[config.mk]
export PLATFORM = sky130hd
export DESIGN_NAME = lpsr_lin_status_routing
export DESIGN_NICKNAME = d
export VERILOG_FILES = /design/src/logic/lpsr_lin_status_routing.v
export VERILOG_INCLUDE_DIRS = /design/src /design/src/logic
export SDC_FILE = /design/constraint.sdc
export NUM_CORES = 1
export LEC_CHECK = 0
export BUFFER_PORTS_ARGS = -buffer_cell sky130_fd_sc_hd__buf_2
export CORE_UTILIZATION = 49
export DETAILED_ROUTE_END_ITERATION = 16
export GPL_TIMING_DRIVEN = 0
export PLACE_DENSITY_LB_ADDON = 0.12
export SYNTH_ARGS = -nofsm -noshare
export SYNTH_HDL_FRONTEND = slang
export SYNTH_SLANG_ARGS = --single-unit
[constraint.sdc]
create_clock -name aclk -period 3.85 [get_ports aclk]
set_input_delay 0.1925 -clock aclk [delete_from_list [all_inputs] [get_ports aclk]]
set_output_delay 0.1925 -clock aclk [all_outputs]
set_load 0.05 [all_outputs]
[src/logic/lpsr_consts.vh]
// constants for the lin transceiver status and routing block
`ifndef LPSR_CONSTS_VH
`define LPSR_CONSTS_VH

// -----------------------------------------------------------------
// bus geometry
// -----------------------------------------------------------------
`define LPSR_ADDR_W 12
`define LPSR_DATA_W 32
`define LPSR_RESP_OKAY 2'h0
`define LPSR_RESP_SLVERR 2'h2

// -----------------------------------------------------------------
// register indices (byte address is four times the index)
// -----------------------------------------------------------------
`define LPSR_IDX_CONTROL 10'h050
`define LPSR_IDX_FAULT 10'h052
`define LPSR_IDX_LINE 10'h053
`define LPSR_IDX_TX_ROUTE 10'h054
`define LPSR_IDX_RX_ROUTE 10'h055
`define LPSR_IDX_IRQ_STATUS 10'h058
`define LPSR_IDX_IRQ_CLEAR 10'h059
`define LPSR_IDX_IRQ_ENABLE 10'h05A

// -----------------------------------------------------------------
// field positions
// -----------------------------------------------------------------
`define LPSR_BIT_OVERTEMP 7
`define LPSR_BIT_RF_DISTURB 5
`define LPSR_BIT_UNDERVOLT 3
`define LPSR_BIT_TX_READY 7
`define LPSR_BIT_RX_LEVEL 1
`define LPSR_BIT_TX_LEVEL 0
`define LPSR_BIT_SRC_PORT_B 1
`define LPSR_BIT_SRC_UART 0
`define LPSR_BIT_DST_PORT_B 1
`define LPSR_BIT_DST_UART 0
`define LPSR_BIT_TX_DIRECT 4
`define LPSR_FAULT_MASK 8'hA8

// -----------------------------------------------------------------
// reset values
// -----------------------------------------------------------------
`define LPSR_RST_CONTROL 8'h00
`define LPSR_RST_FAULT 8'h00
`define LPSR_RST_TX_ROUTE 8'h00
`define LPSR_RST_RX_ROUTE 8'h00
`define LPSR_RST_IRQ 8'h00

`endif

[src/logic/lpsr_lin_status_routing.v]
// lin transceiver status flags, line routing and axi4-lite registers
//
// The AXI4-Lite slave port was decided locally.
`timescale 1ns/1ps
`include "lpsr_consts.vh"
// -----------------------------------------------------------------
// -----------------------------------------------------------------
module lpsr_lin_status_routing (
    input wire aclk,
    input wire aresetn,
    input wire [`LPSR_ADDR_W-1:0] s_axi_awaddr,
    input wire [2:0] s_axi_awprot,
    input wire s_axi_awvalid,
    output reg s_axi_awready,
    input wire [`LPSR_DATA_W-1:0] s_axi_wdata,
    input wire [3:0] s_axi_wstrb,
    input wire s_axi_wvalid,
    output reg s_axi_wready,
    output reg [1:0] s_axi_bresp,
    output reg s_axi_bvalid,
    input wire s_axi_bready,
    input wire [`LPSR_ADDR_W-1:0] s_axi_araddr,
    input wire [2:0] s_axi_arprot,
    input wire s_axi_arvalid,
    output reg s_axi_arready,
    output reg [`LPSR_DATA_W-1:0] s_axi_rdata,
    output reg [1:0] s_axi_rresp,
    output reg s_axi_rvalid,
    input wire s_axi_rready,
    input wire overtemp_in,
    input wire rf_disturb_in,
    input wire undervolt_in,
    input wire tx_ready_in,
    input wire rx_dominant_in,
    input wire uart_tx_dominant,
    input wire port_b_tx_dominant,
    output reg lin_tx_dominant,
    output reg uart_rx_dominant,
    output reg port_b_rx_dominant,
    output reg irq
);

// -----------------------------------------------------------------
// input synchronisers
// -----------------------------------------------------------------
reg [4:0] pin_meta;
reg [4:0] pin_sync;

always @(posedge aclk) begin
    if (!aresetn) begin
        pin_meta <= 5'h00;
        pin_sync <= 5'h00;
    end else begin
        pin_meta <= {rx_dominant_in, tx_ready_in, undervolt_in,
            rf_disturb_in, overtemp_in};
        pin_sync <= pin_meta;
    end
end

wire overtemp_seen = pin_sync[0];
wire rf_disturb_seen = pin_sync[1];
wire undervolt_seen = pin_sync[2];
wire tx_ready_seen = pin_sync[3];
wire rx_dominant_seen = pin_sync[4];

// -----------------------------------------------------------------
// registers
// -----------------------------------------------------------------
reg [7:0] lin_control;
reg [7:0] lin_fault_status;
reg [7:0] lin_transmit_routing;
reg [7:0] lin_receive_routing;
reg [7:0] irq_status;
reg [7:0] irq_enable;
reg [2:0] fault_prev;

// -----------------------------------------------------------------
// write channel
// -----------------------------------------------------------------
reg aw_held;
reg w_held;
reg [`LPSR_ADDR_W-1:0] wr_addr;
reg [7:0] wr_byte;
reg wr_lane0;

wire aw_take = s_axi_awvalid && s_axi_awready;
wire w_take = s_axi_wvalid && s_axi_wready;
wire wr_go = aw_held && w_held && !s_axi_bvalid;
wire [9:0] wr_idx = wr_addr[`LPSR_ADDR_W-1:2];
wire wr_aligned = (wr_addr[1:0] == 2'h0);

reg wr_known;

always @* begin
    case (wr_idx)
        `LPSR_IDX_CONTROL, `LPSR_IDX_FAULT, `LPSR_IDX_LINE,
        `LPSR_IDX_TX_ROUTE, `LPSR_IDX_RX_ROUTE,
        `LPSR_IDX_IRQ_STATUS, `LPSR_IDX_IRQ_CLEAR,
        `LPSR_IDX_IRQ_ENABLE: wr_known = wr_aligned;
        default: wr_known = 1'b0;
    endcase
end

wire wr_en = wr_go && wr_known && wr_lane0;

always @(posedge aclk) begin
    if (!aresetn) begin
        s_axi_awready <= 1'b1;
        s_axi_wready <= 1'b1;
        s_axi_bvalid <= 1'b0;
        s_axi_bresp <= `LPSR_RESP_OKAY;
        aw_held <= 1'b0;
        w_held <= 1'b0;
        wr_addr <= {`LPSR_ADDR_W{1'b0}};
        wr_byte <= 8'h00;
        wr_lane0 <= 1'b0;
    end else begin
        if (aw_take) begin
            aw_held <= 1'b1;
            wr_addr <= s_axi_awaddr;
            s_axi_awready <= 1'b0;
        end
        if (w_take) begin
            w_held <= 1'b1;
            wr_byte <= s_axi_wdata[7:0];
            wr_lane0 <= s_axi_wstrb[0];
            s_axi_wready <= 1'b0;
        end
        if (wr_go) begin
            aw_held <= 1'b0;
            w_held <= 1'b0;
            s_axi_bvalid <= 1'b1;
            s_axi_bresp <= wr_known ? `LPSR_RESP_OKAY
                : `LPSR_RESP_SLVERR;
        end
        if (s_axi_bvalid && s_axi_bready) begin
            s_axi_bvalid <= 1'b0;
            s_axi_awready <= 1'b1;
            s_axi_wready <= 1'b1;
        end
    end
end

// -----------------------------------------------------------------
// control and routing registers
// -----------------------------------------------------------------
always @(posedge aclk) begin
    if (!aresetn) begin
        lin_control <= `LPSR_RST_CONTROL;
        lin_transmit_routing <= `LPSR_RST_TX_ROUTE;
        lin_receive_routing <= `LPSR_RST_RX_ROUTE;
        irq_enable <= `LPSR_RST_IRQ;
    end else if (wr_en) begin
        case (wr_idx)
            `LPSR_IDX_CONTROL: begin
                lin_control <= wr_byte & 8'h10;
            end
            `LPSR_IDX_TX_ROUTE: begin
                lin_transmit_routing <= wr_byte & 8'h03;
            end
            `LPSR_IDX_RX_ROUTE: begin
                lin_receive_routing <= wr_byte & 8'h03;
            end
            `LPSR_IDX_IRQ_ENABLE: begin
                irq_enable <= wr_byte & `LPSR_FAULT_MASK;
            end
            default: begin
                lin_control <= lin_control;
            end
        endcase
    end
end

// -----------------------------------------------------------------
// sticky fault flags and interrupt status
// -----------------------------------------------------------------
reg [7:0] fault_set;
reg [7:0] fault_clr;
reg [7:0] irq_set;
reg [7:0] irq_clr;

always @* begin
    fault_set = 8'h00;
    fault_set[`LPSR_BIT_OVERTEMP] = overtemp_seen;
    fault_set[`LPSR_BIT_RF_DISTURB] = rf_disturb_seen;
    fault_set[`LPSR_BIT_UNDERVOLT] = undervolt_seen;
    irq_set = fault_set & ~{fault_prev[0], 1'b0, fault_prev[1],
        1'b0, fault_prev[2], 3'h0};
    fault_clr = 8'h00;
    irq_clr = 8'h00;
    if (wr_en && wr_idx == `LPSR_IDX_FAULT) begin
        fault_clr = wr_byte & `LPSR_FAULT_MASK;
    end
    if (wr_en && wr_idx == `LPSR_IDX_IRQ_CLEAR) begin
        irq_clr = wr_byte & `LPSR_FAULT_MASK;
    end
end

always @(posedge aclk) begin
    if (!aresetn) begin
        lin_fault_status <= `LPSR_RST_FAULT;
        irq_status <= `LPSR_RST_IRQ;
        fault_prev <= 3'h0;
    end else begin
        fault_prev <= {undervolt_seen, rf_disturb_seen, overtemp_seen};
        lin_fault_status <= (lin_fault_status & ~fault_clr)
            | fault_set;
        irq_status <= (irq_status & ~irq_clr) | irq_set;
    end
end

// -----------------------------------------------------------------
// line routing
// -----------------------------------------------------------------
reg tx_selected;

always @* begin
    if (lin_transmit_routing[`LPSR_BIT_SRC_UART]) begin
        tx_selected = uart_tx_dominant;
    end else if (lin_transmit_routing[`LPSR_BIT_SRC_PORT_B]) begin
        tx_selected = port_b_tx_dominant;
    end else begin
        tx_selected = 1'b0;
    end
end

always @(posedge aclk) begin
    if (!aresetn) begin
        lin_tx_dominant <= 1'b0;
        uart_rx_dominant <= 1'b0;
        port_b_rx_dominant <= 1'b0;
        irq <= 1'b0;
    end else begin
        lin_tx_dominant <= tx_selected
            | lin_control[`LPSR_BIT_TX_DIRECT];
        uart_rx_dominant <= rx_dominant_seen
            & lin_receive_routing[`LPSR_BIT_DST_UART];
        port_b_rx_dominant <= rx_dominant_seen
            & lin_receive_routing[`LPSR_BIT_DST_PORT_B];
        irq <= |((irq_status | irq_set) & irq_enable);
    end
end

// -----------------------------------------------------------------
// read channel
// -----------------------------------------------------------------
wire [9:0] rd_idx = s_axi_araddr[`LPSR_ADDR_W-1:2];
wire rd_aligned = (s_axi_araddr[1:0] == 2'h0);
reg [7:0] rd_byte;
reg rd_known;
reg [7:0] line_status;

always @* begin
    line_status = 8'h00;
    line_status[`LPSR_BIT_TX_READY] = tx_ready_seen;
    line_status[`LPSR_BIT_RX_LEVEL] = rx_dominant_seen;
    line_status[`LPSR_BIT_TX_LEVEL] = lin_tx_dominant;
    rd_known = rd_aligned;
    case (rd_idx)
        `LPSR_IDX_CONTROL: rd_byte = lin_control;
        `LPSR_IDX_FAULT: rd_byte = lin_fault_status;
        `LPSR_IDX_LINE: rd_byte = line_status;
        `LPSR_IDX_TX_ROUTE: rd_byte = lin_transmit_routing;
        `LPSR_IDX_RX_ROUTE: rd_byte = lin_receive_routing;
        `LPSR_IDX_IRQ_STATUS: rd_byte = irq_status;
        `LPSR_IDX_IRQ_CLEAR: rd_byte = 8'h00;
        `LPSR_IDX_IRQ_ENABLE: rd_byte = irq_enable;
        default: begin
            rd_byte = 8'h00;
            rd_known = 1'b0;
        end
    endcase
end

always @(posedge aclk) begin
    if (!aresetn) begin
        s_axi_arready <= 1'b1;
        s_axi_rvalid <= 1'b0;
        s_axi_rdata <= {`LPSR_DATA_W{1'b0}};
        s_axi_rresp <= `LPSR_RESP_OKAY;
    end else begin
        if (s_axi_arvalid && s_axi_arready) begin
            s_axi_arready <= 1'b0;
            s_axi_rvalid <= 1'b1;
            s_axi_rdata <= {24'h000000, rd_known ? rd_byte : 8'h00};
            s_axi_rresp <= rd_known ? `LPSR_RESP_OKAY
                : `LPSR_RESP_SLVERR;
        end else if (s_axi_rvalid && s_axi_rready) begin
            s_axi_rvalid <= 1'b0;
            s_axi_arready <= 1'b1;
        end
    end
end

endmodule // lpsr_lin_status_routing

=== Word-level counts from Yosys, hierarchy flattened ===
Cells that the tools add are included.

* Output and inout bits: 45
* Bits of input ports: 80
* Register bits: 81
* Word-level logic and storage cells: 94

* Bitwise logic cells: 14
* Reductions and logical operators: 24
* Equality and inequality tests: 16
* Mux-type cells: 14

{| class="wikitable"
|+ Operator list
! operator !! count
|-
| $eq A10 B7 Y1 const B || 16
|-
| $pmux W8 S7 || 1
|-
| $and A8 B8 Y8 || 4
|-
| $mux W8 || 3
|-
| $not A8 Y8 || 3
|-
| $or A8 B8 Y8 || 3
|-
| $reduce_or A8 Y1 || 3
|-
| $logic_and A1 B1 Y1 || 11
|-
| $mux W1 || 8
|-
| $reduce_and A2 Y1 || 4
|-
| $logic_not A2 Y1 || 2
|-
| $mux W2 || 2
|-
| $reduce_or A2 Y1 || 2
|-
| $and A1 B1 Y1 || 2
|-
| $reduce_bool A2 Y1 || 1
|-
| $logic_not A1 Y1 || 1
|-
| $not A1 Y1 || 1
|-
| $or A1 B1 Y1 || 1
|}

=== Depth between registers and ports, before layout ===
Gate-level depths: netlist of run 1.

* Depth in word-level cells: 10
* Depth in mapped cells: 5
* Mapped depth without buffers: 4

=== Worst setup path after synthesis of run 1 ===
No wires, ideal clock.

* Path kind: register to register
* Start point: register s_axi_bvalid
* End point: register lin_transmit_routing[0]
* Required time: 3.731 ns
* Stages on the path, launching flop included: 6
* Arrival time: 1.483 ns
* Path slack: 2.248 ns
* Path buffers: 1
* Period minus slack after synthesis: 1.602 ns
* Library setup time: 0.119 ns
* Cell sequence: dfxtp_1 and3b_1 and4_1 buf_6 and2_2 mux2i_1

* Cells in the longest elaborated chain, start to end: 5

{| class="wikitable"
|+ RTL lines
! what !! RTL line !! text
|-
| start: declaration || lpsr_lin_status_routing.v:20 || <nowiki>output reg s_axi_bvalid,</nowiki>
|-
| start signal: assignment || lpsr_lin_status_routing.v:110 || <nowiki>s_axi_bvalid <= 1'b0;</nowiki>
|-
| start signal: assignment || lpsr_lin_status_routing.v:132 || <nowiki>s_axi_bvalid <= 1'b1;</nowiki>
|-
| start signal: assignment || lpsr_lin_status_routing.v:137 || <nowiki>s_axi_bvalid <= 1'b0;</nowiki>
|-
| $logic_not A1 Y1 || lpsr_lin_status_routing.v:88 || <nowiki>wire wr_go = aw_held && w_held && !s_axi_bvalid;</nowiki>
|-
| $logic_and A1 B1 Y1 || lpsr_lin_status_routing.v:88 ||
|-
| $logic_and A1 B1 Y1 (2 in a row) || lpsr_lin_status_routing.v:104 || <nowiki>wire wr_en = wr_go && wr_known && wr_lane0;</nowiki>
|-
| $reduce_and A2 Y1 (no line) || - ||
|-
| end signal: assignment || lpsr_lin_status_routing.v:150 || <nowiki>lin_transmit_routing <= `LPSR_RST_TX_ROUTE;</nowiki>
|-
| end signal: assignment || lpsr_lin_status_routing.v:159 || <nowiki>lin_transmit_routing <= wr_byte & 8'h03;</nowiki>
|-
| end: declaration || lpsr_lin_status_routing.v:71 || <nowiki>reg [7:0] lin_transmit_routing;</nowiki>
|}

No other way between the ends.
A chain may end at the register's enable or synchronous reset.

=== Final worst setup path of run 1 ===
* Start point: register wr_addr[2]
* End point: register lin_transmit_routing[0]

* Cells in the longest elaborated chain, start to end: 6
* Elaborated cells between the ends (all ways): 13
* Classes of those cells: 8 x eq/ne; 1 x mux; 4 x reduce/logical

{| class="wikitable"
|+ RTL lines
! what !! RTL line !! text
|-
| start: declaration || lpsr_lin_status_routing.v:82 || <nowiki>reg [`LPSR_ADDR_W-1:0] wr_addr;</nowiki>
|-
| start signal: assignment || lpsr_lin_status_routing.v:114 || <nowiki>wr_addr <= {`LPSR_ADDR_W{1'b0}};</nowiki>
|-
| start signal: assignment || lpsr_lin_status_routing.v:120 || <nowiki>wr_addr <= s_axi_awaddr;</nowiki>
|-
| $eq A10 B7 Y1, on equally long branches || lpsr_lin_status_routing.v:95, lpsr_lin_status_routing.v:154 ||
|-
| $reduce_or A8 Y1 || lpsr_lin_status_routing.v:95 || <nowiki>case (wr_idx)</nowiki>
|-
| $mux W1 || lpsr_lin_status_routing.v:95 ||
|-
| $logic_and A1 B1 Y1 (2 in a row) || lpsr_lin_status_routing.v:104 ||
|-
| $reduce_and A2 Y1 (no line) (*) || - ||
|}

Every way passes the cells marked *; elsewhere a longest branch is shown, timed or not.

==> impl_metrics.env, run 1 <==
export IMPL_status="completed"
export IMPL_final_cell_mix="dfxtp_1, buf_2, nand2_1"
export IMPL_syn_inst=328
export IMPL_cp_required_ns=4.11
export IMPL_ys_flop_type="dfxtp_1"
export IMPL_dp_final_hpwl_mm=4.402
export IMPL_grt_pass1_vias=2174
export IMPL_cts_sinks=65
export IMPL_r2r_end="lin_transmit_routing[0]"
export IMPL_clockRootBuffer="clkbuf_8"
export IMPL_r2r_slack_ns=2.38
export IMPL_die_w_um=78.10
export IMPL_finalCritPeriodShare=0.3811
export IMPL_criticalPathCategory="reg -> reg"
export IMPL_cp_start_kind="flip-flop"
export IMPL_synth_seq_cells=65
export IMPL_worstHoldStart="overtemp_in"
export IMPL_drc=0
export IMPL_ir_drop_mv=0.2598
export IMPL_nets=504
export IMPL_vias_per_cell=4.790
export IMPL_syn_area_mm2=0.002838
export IMPL_synth_edf_count=0
export IMPL_dpl_cell_area_mm2=0.003319
export IMPL_gr_total_overflow=0
export IMPL_synth_fa_ha_area_frac=0
export IMPL_vias=2400
export IMPL_initial_core_util=0.5122
export IMPL_yosysSeqAreaShare=0.4586
export IMPL_num_fill_cells=522
export IMPL_firstDrtPassIters=4
export IMPL_hold_violations=0
export IMPL_slew_headroom=0.6388
export IMPL_core_area_mm2=0.005540
export IMPL_antenna_cells=0
export IMPL_postRouteAntennaNets=0
export IMPL_netlist_area_leader_share=0.4586
export IMPL_clk_latency_ns=0.34
export IMPL_skew_ns=0.009584
export IMPL_postCtsSetupRepairBufs=0
export IMPL_grt_max_degree=12
export IMPL_async_reset_ff_frac=0
export IMPL_holdCritPathClass="in -> reg"
export IMPL_timing_rr_start="wr_addr[2]"
export IMPL_place_gp_congestion=0.7520
export IMPL_portBuffers=58
export IMPL_hold_end="pin_meta[0]"
export IMPL_hold_ws_ns=0.05905
export IMPL_maxSlewViolCount=0
export IMPL_yosysTopAreaCell="dfxtp_1"
export IMPL_layout_commonest_cell="dfxtp_1"
export IMPL_layout_drive_gt1_share=0.2867
export IMPL_postCtsHoldBufs=0
export IMPL_ctsHtreeMaxLevel=3
export IMPL_finalCriticalPeriod_ns=1.467
export IMPL_wl_mm=5.815
export IMPL_cts_tree="done"
export IMPL_chipHeight_um=78.10
export IMPL_final_cells=501
export IMPL_hold_depth=2
export IMPL_crit_fanout=7
export IMPL_synthTopCellsByArea="dfxtp_1, buf_4, nand2_1"
export IMPL_synthXorXnorAreaFrac=0.006173
export IMPL_grt_pass1_wl_mm=9.694
export IMPL_synth_top_family_by_area="simple AND/OR/NAND/NOR gates"
export IMPL_drtIter0Drc=107
export IMPL_num_io_pins=125
export IMPL_synth_compound_area_frac=0.1415
export IMPL_synth_simple_area_share=0.2240
export IMPL_crit_arrival_ns=1.73
export IMPL_rows=27
export IMPL_fin_area_mm2=0.003507
export IMPL_drv_cap=0
export IMPL_rsz0062_at_grt="false"
export IMPL_antenna_found_initial=0
export IMPL_p_per_area_mw_per_mm2=424.9
export IMPL_grtUsageTotal=0.2044
export IMPL_syn2layout_area_growth_pct=23.59
export IMPL_reg2reg_depth=5
export IMPL_tightest_slew_ns=0.5418
export IMPL_synth_cell_types=46
export IMPL_clock_path_buffers=2
export IMPL_path_clk_slew_ns=0.07
export IMPL_dp_cells=485
export IMPL_routedWlPerCell_um=11.61
export IMPL_total_power_mw=1.490
export IMPL_numCtsBuffers=9
export IMPL_synth_mux_area_frac=0.04806
export IMPL_synth_area_per_cell_um2=8.652
export IMPL_die_area_mm2=0.006100
export IMPL_endpoint_kind="flip-flop"
export IMPL_cellLeakagePower_nw=1.623
export IMPL_synth_warnings=0
export IMPL_setup_tns_ns=0
export IMPL_max_freq_ghz=0.6815
export IMPL_final_setup_viol_count=0
export IMPL_post_cts_resized=0
==> worst max-delay path by stage <==
stage,startpoint,to,slack (ns),cells past startpoint
CTS,wr_addr[2],lin_transmit_routing[0],2.39,5
detailed placement,aresetn,wr_addr[10],2.36,5
floorplan,s_axi_bvalid,lin_transmit_routing[0],2.25,5
global placement,aresetn,lin_tx_dominant,2.36,5
finish,wr_addr[2],lin_transmit_routing[0],2.38,5
global route,s_axi_arready,s_axi_rdata[3],2.31,5
==> synthesized netlist by cell type (2+ instances only) <==
cell,instances
nand3b_1,2
and4_1,2
mux2i_1,8
nor2b_1,3
o21ai_1,4
and3_1,3
inv_1,9
nand2_1,56
nor3b_1,4
mux2_2,5
nand2b_1,2
a31oi_1,5
xnor2_1,2
a22oi_1,2
buf_2,5
buf_4,29
o21ai_0,18
a21oi_1,31
dfxtp_1,65
nor2_1,14
a41oi_1,4
nor3_1,5
and2_1,13
nand3_1,8
clkbuf_1,8
==> cell type report <==
cell class              instances  area, µm²  share of cell area
plain buffers                  46      307.8             0.08776
clock buffers                  11      131.4             0.03746
clock inverters                 5      56.30             0.01605
inverters                       9      33.78            0.009633
multi-input cells             235       1296              0.3696
flip-flops and latches         65       1301              0.3710
well taps                      72      90.09             0.02569
repair buffers                 58      290.3             0.08277
==> through the flow <==
step	setup WS [ns]	util
after floorplan	2.248	-
after global placement	2.359	0.5991
after detailed placement	2.360	0.5991
after CTS	2.387	0.6330
after global routing	2.307	0.6330
final	2.383	0.6330
==> per-layer routing <==
metal | vias up | GRT usage | wire length (µm)
li1 | 1253 | - | -
met1 | 1066 | 0.2549 | 2690
met2 | 70 | 0.3219 | 2665
met3 | 11 | 0.05116 | 353
met4 | 0 | 0.1130 | 105
met5 | - | 0 | 0
==> worst max-delay path, stage by stage, from the launching register on <==
cell,delay [ns]
dfxtp_1,0.37
nor4b_2,0.29
and4_1,0.23
buf_6,0.13
and2_2,0.18
mux2i_1,0.20
==> registers in the layout (all words and copies together), names as in the netlist, 3 cells and up <==
| name | flops |
|---|---|
| fault_prev | 3 |
| irq_enable | 3 |
| irq_status | 3 |
| lin_fault_status | 3 |
| pin_meta | 5 |
| pin_sync | 5 |
| s_axi_rdata | 6 |
| wr_addr | 12 |
| wr_byte | 6 |
==> report_power, final <==
group          leakage [nW]  switching (mW)  internal, mW
Sequential            0.532          0.0178         0.700
Clock                0.0933           0.252         0.298
Combinational         0.998           0.148        0.0741
Total                  1.62           0.418          1.07
==> logic make-up after synthesis <==
family,Yosys count
xor gates and xnor gates,2
AOI/OAI and AO/OA,70
muxes,13
other,1
buffers and inverters,55
DFF,65
and+or+nand+nor,122
(Power assumes the default switching activity.)
==> run 2, diff against run 1 <==
- CORE_UTILIZATION: 49 -> 47
- clock period: 3.85 -> 1.54 ns (I/O delays scaled with it)
==> impl_metrics.env, run 2 (same netlist as run 1, synthesis figures left out) <==
export IMPL_status="completed"
export IMPL_pwr_share_clk=0.388
export IMPL_seq_power_share=0.456
export IMPL_largest_reg_flops=12
export IMPL_antenna_found_initial=0
export IMPL_dp_final_hpwl_mm=4.527
export IMPL_routedWlPerCell_um=12.36
export IMPL_timing_rr_start="wr_addr[2]"
export IMPL_reg2reg_depth=5
export IMPL_grtUsageTotal=0.2241
export IMPL_holdCritPathClass="in -> reg"
export IMPL_antenna_cells=0
export IMPL_criticalPathCategory="reg -> reg"
export IMPL_crit_arrival_ns=1.70
export IMPL_gr_total_overflow=0
export IMPL_path_clk_slew_ns=0.09
export IMPL_cp_start_kind="flip-flop"
export IMPL_drc=0
export IMPL_cp_required_ns=1.83
export IMPL_r2r_end="lin_transmit_routing[0]"
export IMPL_hold_depth=2
export IMPL_postRouteAntennaNets=0
export IMPL_portBuffers=58
export IMPL_syn2layout_area_growth_pct=33.86
export IMPL_layout_commonest_cell="dfxtp_1"
export IMPL_clk_latency_ns=0.36
export IMPL_slew_headroom=0.6280
export IMPL_wl_mm=6.527
export IMPL_postCtsSetupRepairBufs=0
export IMPL_cts_tree="done"
export IMPL_vias=2501
export IMPL_worstHoldStart="s_axi_wvalid"
export IMPL_cellLeakagePower_nw=1.746
export IMPL_tightest_slew_ns=0.5580
export IMPL_p_per_area_mw_per_mm2=1034
export IMPL_regMostFlops="wr_addr"
export IMPL_rsz0062_at_grt="false"
export IMPL_post_cts_resized=0
export IMPL_rows=27
export IMPL_nets=531
export IMPL_crit_fanout=7
export IMPL_place_gp_congestion=0.7616
export IMPL_cts_sinks=65
export IMPL_hold_end="s_axi_wready"
export IMPL_num_fill_cells=508
export IMPL_sw_frac_of_total=0.2984
export IMPL_pwr_share_comb=0.156
export IMPL_die_area_mm2=0.006352
export IMPL_ir_drop_mv=0.6120
export IMPL_numCtsBuffers=9
export IMPL_grt_max_degree=15
export IMPL_ctsHtreeMaxLevel=3
export IMPL_num_io_pins=125
export IMPL_final_cells=528
export IMPL_postCtsHoldBufs=27
export IMPL_setup_tns_ns=0
export IMPL_chipHeight_um=79.70
export IMPL_maxSlewViolCount=0
export IMPL_layout_drive_gt1_share=0.2763
export IMPL_drtIter0Drc=120
export IMPL_grt_pass1_vias=2369
export IMPL_finalCritPeriodShare=0.9120
export IMPL_final_setup_viol_count=0
export IMPL_switchingPower_mw=1.173
export IMPL_dp_cells=485
export IMPL_grt_pass1_wl_mm=10.70
export IMPL_hold_violations=0
export IMPL_largest_registers="wr_addr (12), s_axi_rdata (6), wr_byte (6)"
export IMPL_clock_path_buffers=2
export IMPL_drv_cap=0
export IMPL_firstDrtPassIters=4
export IMPL_internal_power_mw=2.756
export IMPL_max_freq_ghz=0.7120
export IMPL_skew_ns=0.01280
export IMPL_r2r_slack_ns=0.14
export IMPL_die_w_um=79.70
export IMPL_core_area_mm2=0.005675
export IMPL_final_cell_mix="dfxtp_1, buf_2, nand2_1"
export IMPL_vias_per_cell=4.737
export IMPL_initial_core_util=0.5000
export IMPL_total_power_mw=3.929
export IMPL_finalCriticalPeriod_ns=1.404
export IMPL_endpoint_kind="flip-flop"
export IMPL_clockRootBuffer="clkbuf_8"
[run 2: power by group through the flow]
stage               clock network, mW  registers [mW]  logic [mW]
floorplan                           0            1.86       0.394
global placement                    0            1.83       0.547
detailed placement                  0            1.83       0.553
CTS                              1.54            1.79       0.607
global route                     1.63            1.80       0.664
finish                           1.52            1.79       0.613
[run 2: how the worst max path moves through the flow]
stage,startpoint,endpoint,slack [ns],depth (start not counted)
global placement,aresetn,lin_tx_dominant,0.14,5
detailed placement,wr_addr[2],lin_transmit_routing[0],0.14,5
global route,s_axi_arready,s_axi_rdata[3],0.03,5
floorplan,s_axi_wready,w_held,0.05,4
CTS,wr_addr[2],lin_transmit_routing[0],0.13,5
finish,wr_addr[2],lin_transmit_routing[0],0.14,5
[run 2: area by class of cell]
| type | instances | area (µm²) | share of cell area |
|---|---|---|---|
| buffer | 46 | 307.8 | 0.08103 |
| clock buffer | 9 | 123.9 | 0.03261 |
| clock inverter | 7 | 83.83 | 0.02207 |
| inverter | 9 | 33.78 | 0.008893 |
| multi-input combinational | 235 | 1296 | 0.3412 |
| sequential | 65 | 1303 | 0.3429 |
| tap | 72 | 90.09 | 0.02372 |
| timing repair buffer | 85 | 560.5 | 0.1476 |
[run 2: through the flow]
stage	area (µm²)	hold slack [ns]	worst slack [ns]	util
2_1_floorplan	2940	0.1774	0.05002	-
3_3_place_gp	3321	0.2815	0.1428	0.5851
3_5_place_dp	3321	0.2895	0.1411	0.5851
4_1_cts	3799	0.01022	0.1267	0.6693
5_1_grt	3799	0.04907	0.02575	0.6693
6_report	3799	0.01788	0.1355	0.6693
[run 2: worst max-delay path, stage by stage, from the launching register on]
cell,delay (ns)
dfxtp_1,0.37
nor4b_2,0.26
and4_1,0.23
buf_6,0.13
and2_2,0.18
mux2i_1,0.18
[run 2: layer usage]
layer | routed length [µm] | share of wire | track usage
met5 | 0 | 0 | 0
met4 | 92 | 0.014 | 0.08000
met3 | 403 | 0.062 | 0.06857
met2 | 3151 | 0.48 | 0.3752
met1 | 2880 | 0.44 | 0.2688
